<file path="config.mk">
export PLATFORM = sky130hd
export DESIGN_NAME = host_link_irq_event_low
export DESIGN_NICKNAME = d
export VERILOG_FILES = /design/src/common/irq_event_pkg.sv /design/src/design/host_link_irq_event_low.sv /design/src/design/sticky_bits.sv
export SDC_FILE = /design/constraint.sdc
export NUM_CORES = 1
export LEC_CHECK = 0
export BUFFER_PORTS_ARGS = -buffer_cell sky130_fd_sc_hd__buf_2
export CAP_MARGIN = 0
export CORE_MARGIN = 4
export CORE_UTILIZATION = 28
export CTS_BUF_LIST = sky130_fd_sc_hd__clkbuf_8
export DETAILED_ROUTE_END_ITERATION = 12
export GPL_TIMING_DRIVEN = 0
export HOLD_SLACK_MARGIN = 0.08
export SKIP_CTS_REPAIR_TIMING = 1
export SYNTH_ARGS = -nofsm -noshare
export SYNTH_HDL_FRONTEND = slang
export SYNTH_SLANG_ARGS = --single-unit
export TNS_END_PERCENT = 20
</file>
<file path="constraint.sdc">
create_clock -name clk -period 3.5 [get_ports clk]
set_input_delay 0.7 -clock clk [delete_from_list [all_inputs] [get_ports clk]]
set_output_delay 0.7 -clock clk [all_outputs]
set_load 0.1 [all_outputs]
</file>
<file path="src/common/irq_event_pkg.sv">
// package for the lower half of the host link interrupt event register
// assumes a single clock domain and an APB register bus with 32-bit data
package irq_event_pkg;
   // ----------------------------------------------------------------
   // register offsets (byte addresses)
   // ----------------------------------------------------------------
   localparam logic [7:0] EVT_SET_OFS    = 8'h80;
   localparam logic [7:0] EVT_CLR_OFS    = 8'h84;
   localparam logic [7:0] MASK_SET_OFS   = 8'h88;
   localparam logic [7:0] MASK_CLR_OFS   = 8'h8C;
   localparam logic [7:0] IRQ_STAT_OFS   = 8'hC0;
   localparam logic [7:0] IRQ_MASK_OFS   = 8'hC4;

   // ----------------------------------------------------------------
   // field positions
   // ----------------------------------------------------------------
   localparam int BIT_BUS_INIT   = 17;
   localparam int BIT_TOPO_DONE  = 16;
   localparam int BIT_ATOMIC_ERR = 9;
   localparam int BIT_WRITE_FLT  = 8;
   localparam int BIT_TIMED_RX   = 7;
   localparam int BIT_TIMED_TX   = 6;
   localparam int BIT_GATE       = 31;
   localparam int EVT_W          = 18;
   localparam int SRC_W          = 10;
   localparam int ISO_W          = 8;

   // latched bits of the lower half: 17,16,9,8,5..0
   localparam logic [31:0] LATCHED_MASK = 32'h0003_033F;
   localparam logic [31:0] MASK_MASK    = 32'h8003_03FF;
   localparam logic [31:0] EVT_RESET    = 32'h0000_0000;
   localparam logic [31:0] MASK_RESET   = 32'h0000_0000;
   localparam logic [1:0]  SUM_RESET    = 2'h0;
   localparam logic [SRC_W-1:0] SRC_ZERO = 10'h000;

   // event pulses from the link core
   typedef struct packed {
      logic bus_init_started_flag;
      logic topology_id_done_flag;
      logic atomic_reply_unacked_err;
      logic buffered_write_host_fault;
      logic reply_packet_stored;
      logic request_packet_stored;
      logic async_reply_rx_ctx;
      logic async_req_rx_ctx;
      logic reply_send_done;
      logic request_send_done;
   } event_pulses_t;

   // isochronous per-context event and mask vectors
   typedef struct packed {
      logic [ISO_W-1:0] rx_event;
      logic [ISO_W-1:0] rx_mask;
      logic [ISO_W-1:0] tx_event;
      logic [ISO_W-1:0] tx_mask;
   } iso_summary_t;
endpackage

</file>
<file path="src/design/host_link_irq_event_low.sv">
// lower half of the host link interrupt event register with its mask
// assumes an APB master on clk and single-cycle event pulses from the link core
//
// Implementation choices: the placing of the registers and the APB slave port.

module host_link_irq_event_low (
   input  wire logic                        clk,
   input  wire logic                        rst,
   input  wire logic                        psel,
   input  wire logic                        penable,
   input  wire logic                        pwrite,
   input  wire logic [7:0]                  paddr,
   input  wire logic [31:0]                 pwdata,
   output logic                             pready,
   output logic [31:0]                      prdata,
   output logic                             pslverr,
   input  wire irq_event_pkg::event_pulses_t events,
   input  wire irq_event_pkg::iso_summary_t  iso,
   output logic [31:0]                      event_and_mask,
   output logic                             irq
);
   import irq_event_pkg::*;
   // ---------------------------------------------------------------
   // apb decode
   // ---------------------------------------------------------------
   function automatic logic hit(input logic [7:0] a, input logic [7:0] ofs);
      return a == ofs;
   endfunction

   wire acc      = psel & penable;
   wire wr       = acc & pwrite;
   wire rd       = acc & ~pwrite;
   wire sel_es   = hit(paddr, EVT_SET_OFS);
   wire sel_ec   = hit(paddr, EVT_CLR_OFS);
   wire sel_ms   = hit(paddr, MASK_SET_OFS);
   wire sel_mc   = hit(paddr, MASK_CLR_OFS);
   wire sel_is   = hit(paddr, IRQ_STAT_OFS);
   wire sel_im   = hit(paddr, IRQ_MASK_OFS);
   wire mapped   = sel_es | sel_ec | sel_ms | sel_mc | sel_is | sel_im;

   assign pready  = 1'b1;
   assign pslverr = acc & ~mapped;

   // ---------------------------------------------------------------
   // event sources and software set/clear
   // ---------------------------------------------------------------
   // source order: 17,16,9,8,5,4,3,2,1,0
   logic [SRC_W-1:0] hw_set;
   logic [SRC_W-1:0] sw_set;
   logic [SRC_W-1:0] sw_clr;
   logic [SRC_W-1:0] flags;

   function automatic logic [SRC_W-1:0] pick(input logic [31:0] v);
      return {v[17], v[16], v[9], v[8], v[5:0]};
   endfunction

   assign hw_set = {events.bus_init_started_flag,
                    events.topology_id_done_flag,
                    events.atomic_reply_unacked_err,
                    events.buffered_write_host_fault,
                    events.reply_packet_stored,
                    events.request_packet_stored,
                    events.async_reply_rx_ctx,
                    events.async_req_rx_ctx,
                    events.reply_send_done,
                    events.request_send_done};
   // ones set or clear, zeros leave bits alone
   assign sw_set = (wr & sel_es) ? pick(pwdata) : SRC_ZERO;
   // a rising bus reset clears self-id complete, overriding its set
   wire bus_rise = hw_set[9] | sw_set[9];
   wire [SRC_W-1:0] set_all = (hw_set | sw_set) & ~{1'b0, bus_rise, 8'h00};
   assign sw_clr = ((wr & sel_ec) ? pick(pwdata) : SRC_ZERO)
                 | {1'b0, bus_rise, 8'h00};

   sticky_bits u_flags (
      .clk    (clk),
      .rst    (rst),
      .set_i  (set_all),
      .clr_i  (sw_clr),
      .flag_o (flags)
   );

   // ---------------------------------------------------------------
   // mask register
   // ---------------------------------------------------------------
   logic [31:0] mask_q;
   logic [31:0] mask_d;
   assign mask_d = (wr & sel_ms) ? (mask_q | (pwdata & MASK_MASK)) :
                   (wr & sel_mc) ? (mask_q & ~(pwdata & MASK_MASK)) : mask_q;
   always_ff @(posedge clk or posedge rst) begin
      if (rst) mask_q <= MASK_RESET;
      else     mask_q <= mask_d;
   end

   // ---------------------------------------------------------------
   // live event view
   // ---------------------------------------------------------------
   wire rx_sum = |(iso.rx_event & iso.rx_mask);
   wire tx_sum = |(iso.tx_event & iso.tx_mask);
   logic [31:0] evt_view;
   // reserved 15..10 stay zero
   assign evt_view = {14'h0000, flags[9], flags[8], 6'h00, flags[7], flags[6],
                      rx_sum, tx_sum, flags[5:0]};
   assign event_and_mask = evt_view & mask_q;
   wire gated = mask_q[BIT_GATE] & |(event_and_mask & ~(32'h1 << BIT_GATE));

   // ---------------------------------------------------------------
   // block interrupt status, cleared by read, and its mask
   // ---------------------------------------------------------------
   logic [1:0] ist_q;
   logic [1:0] ist_d;
   logic [1:0] imask_q;
   wire  [1:0] ist_ev = {gated, pslverr};
   assign ist_d = ist_ev | ((rd & sel_is) ? SUM_RESET : ist_q);
   always_ff @(posedge clk or posedge rst) begin
      if (rst) begin
         ist_q   <= SUM_RESET;
         imask_q <= SUM_RESET;
      end else begin
         ist_q   <= ist_d;
         imask_q <= (wr & sel_im) ? pwdata[1:0] : imask_q;
      end
   end
   assign irq = |(ist_q & imask_q);

   // ---------------------------------------------------------------
   // read mux
   // ---------------------------------------------------------------
   wire [31:0] rd_mux = sel_es ? evt_view :
                        sel_ec ? event_and_mask :
                        (sel_ms | sel_mc) ? mask_q :
                        sel_is ? {30'h0, ist_q} :
                        sel_im ? {30'h0, imask_q} : 32'h0;
   always_ff @(posedge clk or posedge rst) begin
      if (rst) prdata <= EVT_RESET;
      else if (psel & ~penable & ~pwrite) prdata <= rd_mux;
   end
endmodule

</file>
<file path="src/design/sticky_bits.sv">
// sticky event bits with set-wins-over-clear
// assumes synchronous pulse inputs on clk
module sticky_bits (
   input  wire logic                            clk,
   input  wire logic                            rst,
   input  wire logic [irq_event_pkg::SRC_W-1:0] set_i,
   input  wire logic [irq_event_pkg::SRC_W-1:0] clr_i,
   output logic      [irq_event_pkg::SRC_W-1:0] flag_o
);
   import irq_event_pkg::*;

   // ---------------------------------------------------------------
   // per-bit flops
   // ---------------------------------------------------------------
   genvar g;
   generate
      for (g = 0; g < SRC_W; g++) begin : g_bit
         logic bit_q;
         // set beats clear in the same cycle
         always_ff @(posedge clk or posedge rst) begin
            if (rst) begin
               bit_q <= 1'b0;
            end else if (set_i[g]) begin
               bit_q <= 1'b1;
            end else if (clr_i[g]) begin
               bit_q <= 1'b0;
            end
         end
         // one process per bit, each owning its own flop
         assign flag_o[g] = bit_q;
      end
   endgenerate
endmodule

</file>
==> flow_metrics.env <==
export IMPL_grt_pass1_vias=2143
export IMPL_period_minus_slack_ns=2.58
export IMPL_maxCapViolCount=0
export IMPL_routed_via_density=4.48
export IMPL_io_pins=154
export IMPL_crit_required_ns=2.80
export IMPL_ir_drop_uv=200
export IMPL_antenna_found_initial=0
export IMPL_cts_max_level=2
export IMPL_route_detailed_drc=0
export IMPL_diodes=0
export IMPL_drive_above_1_share_pct=39.8
export IMPL_yosysWarnings=0
export IMPL_die_h_um=99.5
export IMPL_io_buffers=93
export IMPL_final_area_um2=3220
export IMPL_fmax_mhz=387
export IMPL_grt_use_total_pct=13.9
export IMPL_ys_ff_latch=40
export IMPL_core_um2=8180
export IMPL_hold_class="reg2reg"
export IMPL_dr_pass1_iters=4
export IMPL_crit_type="in2out"
export IMPL_crit_arrival_ns=1.88
export IMPL_row_count=33
export IMPL_rsz0062_at_grt="no"
export IMPL_die_x_um=99.5
export IMPL_drt_iter0_drc=90
export IMPL_fin_ws_ns=0.919
export IMPL_syn_area_per_cell_um2=9.41
export IMPL_grt_pass1_wl_um=10800
export IMPL_clock_skew_ns=0.00792
export IMPL_ant_nets=0
export IMPL_clock_latency_ns=0.29
export IMPL_layout_common_cells="buf_2 (95), buf_4 (42), dfrtp_1 (40), conb_1 (40), nand2_1 (32)"
export IMPL_routed_wl_um=6860
export IMPL_reg2reg_depth=5
export IMPL_whs_path_depth=2
export IMPL_nets=474
export IMPL_placed_area_um2=3090
export IMPL_max_slew_margin_rel_pct=43.7
export IMPL_power_density_nw_per_um2=403
export IMPL_vias=2206
export IMPL_power_leakage_uw=0.00168
export IMPL_dp_hpwl_um=5560
export IMPL_numCtsBuffers=5
export IMPL_place_gp_congestion=0.854
export IMPL_die_area_um2=9900
export IMPL_ys_seq_area_share_pct=42.7
export IMPL_critPathLaunchType="primary input"
export IMPL_cp_end_kind="output pin"
export IMPL_cts_tree="done"
export IMPL_syn_inst=249
export IMPL_start_util_pct=28.7
export IMPL_final_common_cell="buf_2"
export IMPL_crit_path_max_fanout=5
export IMPL_hold_viol=0
export IMPL_slew_viol_final=0
export IMPL_cts_root_buf="clkbuf_8"
export IMPL_post_route_period_util_pct=73.7
export IMPL_worst_pin_slew_ns=0.843
export IMPL_grt_overflow=0
export IMPL_drt_wirelength_per_cell_um=13.9
export IMPL_clkSlewWorstSetupHoldPaths_ns=0.08
export IMPL_area_growth_pct=37.3
export IMPL_outcome="finished, final reports clean"
export IMPL_ys_types=40
export IMPL_clockBufferDepth=2
export IMPL_power_uw=1300
export IMPL_clkSinkCount=40
export IMPL_post_place_ws_ns=0.913
export IMPL_setup_tns_ns=0
export IMPL_netlist_area_um2=2340
export IMPL_grt_start_max_net_pins=41
export IMPL_final_setup_viol_count=0
==> metrics by stage <==
stage | hold slack (ns) | std cells | utilization [%]
after CTS | 0.483 | 492 | 39.3
after floorplan | 0.463 | 287 | -
final | 0.476 | 492 | 39.3
after global placement | 0.460 | 485 | 37.8
after detailed placement | 0.466 | 485 | 37.8
after global routing | 0.515 | 492 | 39.3
==> where the power goes <==
group	internal, uW	switching [uW]
clock	281	162
combinational	79.8	303
sequential	468	4.10
total	828	469
==> worst max-delay path, cell delays in order <==
cell	delay, ns
buf_2	0.10
nor4_2	0.33
nand3_1	0.23
nor2_1	0.17
nor3_2	0.06
buf_2	0.29
==> final cells by class <==
cell class | instances | area [um^2]
Timing Repair Buffer | 93 | 465
Sequential cell | 40 | 1000
Fill cell | 865 | 4960
Tap cell | 105 | 131
Clock buffer | 5 | 68.8
Buffer | 52 | 370
Clock inverter | 2 | 60.1
Multi-Input combinational cell | 187 | 1090
Inverter | 8 | 30.0
==> cells by family after synthesis <==
kind of cell	Yosys count	synth area share, %
AOI/OAI and AO/OA	67	20.4
buffers and inverters	60	17.1
DFF	40	42.7
muxes	10	4.38
other	2	0.320
and+or+nand+nor	70	15.1
==> path summary, 6_finish.rpt <==
kind,from,to,slack (ns)
worst min-delay path,prdata[8]$_DFFE_PP0P_,prdata[8]$_DFFE_PP0P_,0.48
worst max register to register,u_flags.g_bit[7].bit_q$_DFFE_PP0P_,ist_q[1]$_DFF_PP0_,1.68
min in group asynchronous,rst,prdata[17]$_DFFE_PP0P_,0.58
worst min register to register,prdata[8]$_DFFE_PP0P_,prdata[8]$_DFFE_PP0P_,0.48
worst max-delay path,paddr[1],pslverr,0.92
max in group asynchronous,rst,asynchronous set/reset pin,2.39
==> synthesized netlist by cell type <==
cell	count	area [um^2]
buf_4	42	315
dfrtp_1	40	1000
nand2_1	32	120
o21ai_0	12	60.1
and2_1	10	62.6
a21oi_1	9	45.0
o221ai_1	9	78.8
a221o_1	8	80.1
a31oi_1	8	50.1
inv_1	8	30.0
mux2i_1	8	80.1
nor2_1	7	26.3
a22oi_1	6	45.0
clkbuf_1	6	22.5
a22o_1	4	35.0
a21o_1	3	22.5
nand3_1	3	15.0
or4_1	3	22.5
a221oi_1	2	17.5
and3_1	2	12.5
buf_2	2	10.0
buf_6	2	22.5
conb_1	2	7.51
mux2_2	2	22.5
nor3_1	2	10.0
o22ai_1	2	12.5
o32ai_1	2	17.5
and3_4	1	11.3
and3b_1	1	8.76
nand2b_1	1	6.26
nand3b_1	1	7.51
nand4_1	1	6.26
nor2_2	1	6.26
nor2b_1	1	6.26
nor4_1	1	6.26
nor4_2	1	12.5
o21a_1	1	7.51
o31ai_1	1	7.51
or2_1	1	6.26
or2_2	1	6.26
==> metal layers <==
metal / global-route usage [%] / wire length (um) / vias to the layer above
met5: 0 / 0 / -
met4: 3.89 / 78 / 0
met3: 4.00 / 638 / 9
met2: 22.8 / 3330 / 92
met1: 18.0 / 2810 / 1014
li1: - / - / 1091
No activity file was read; power rests on OpenSTA's default activity.
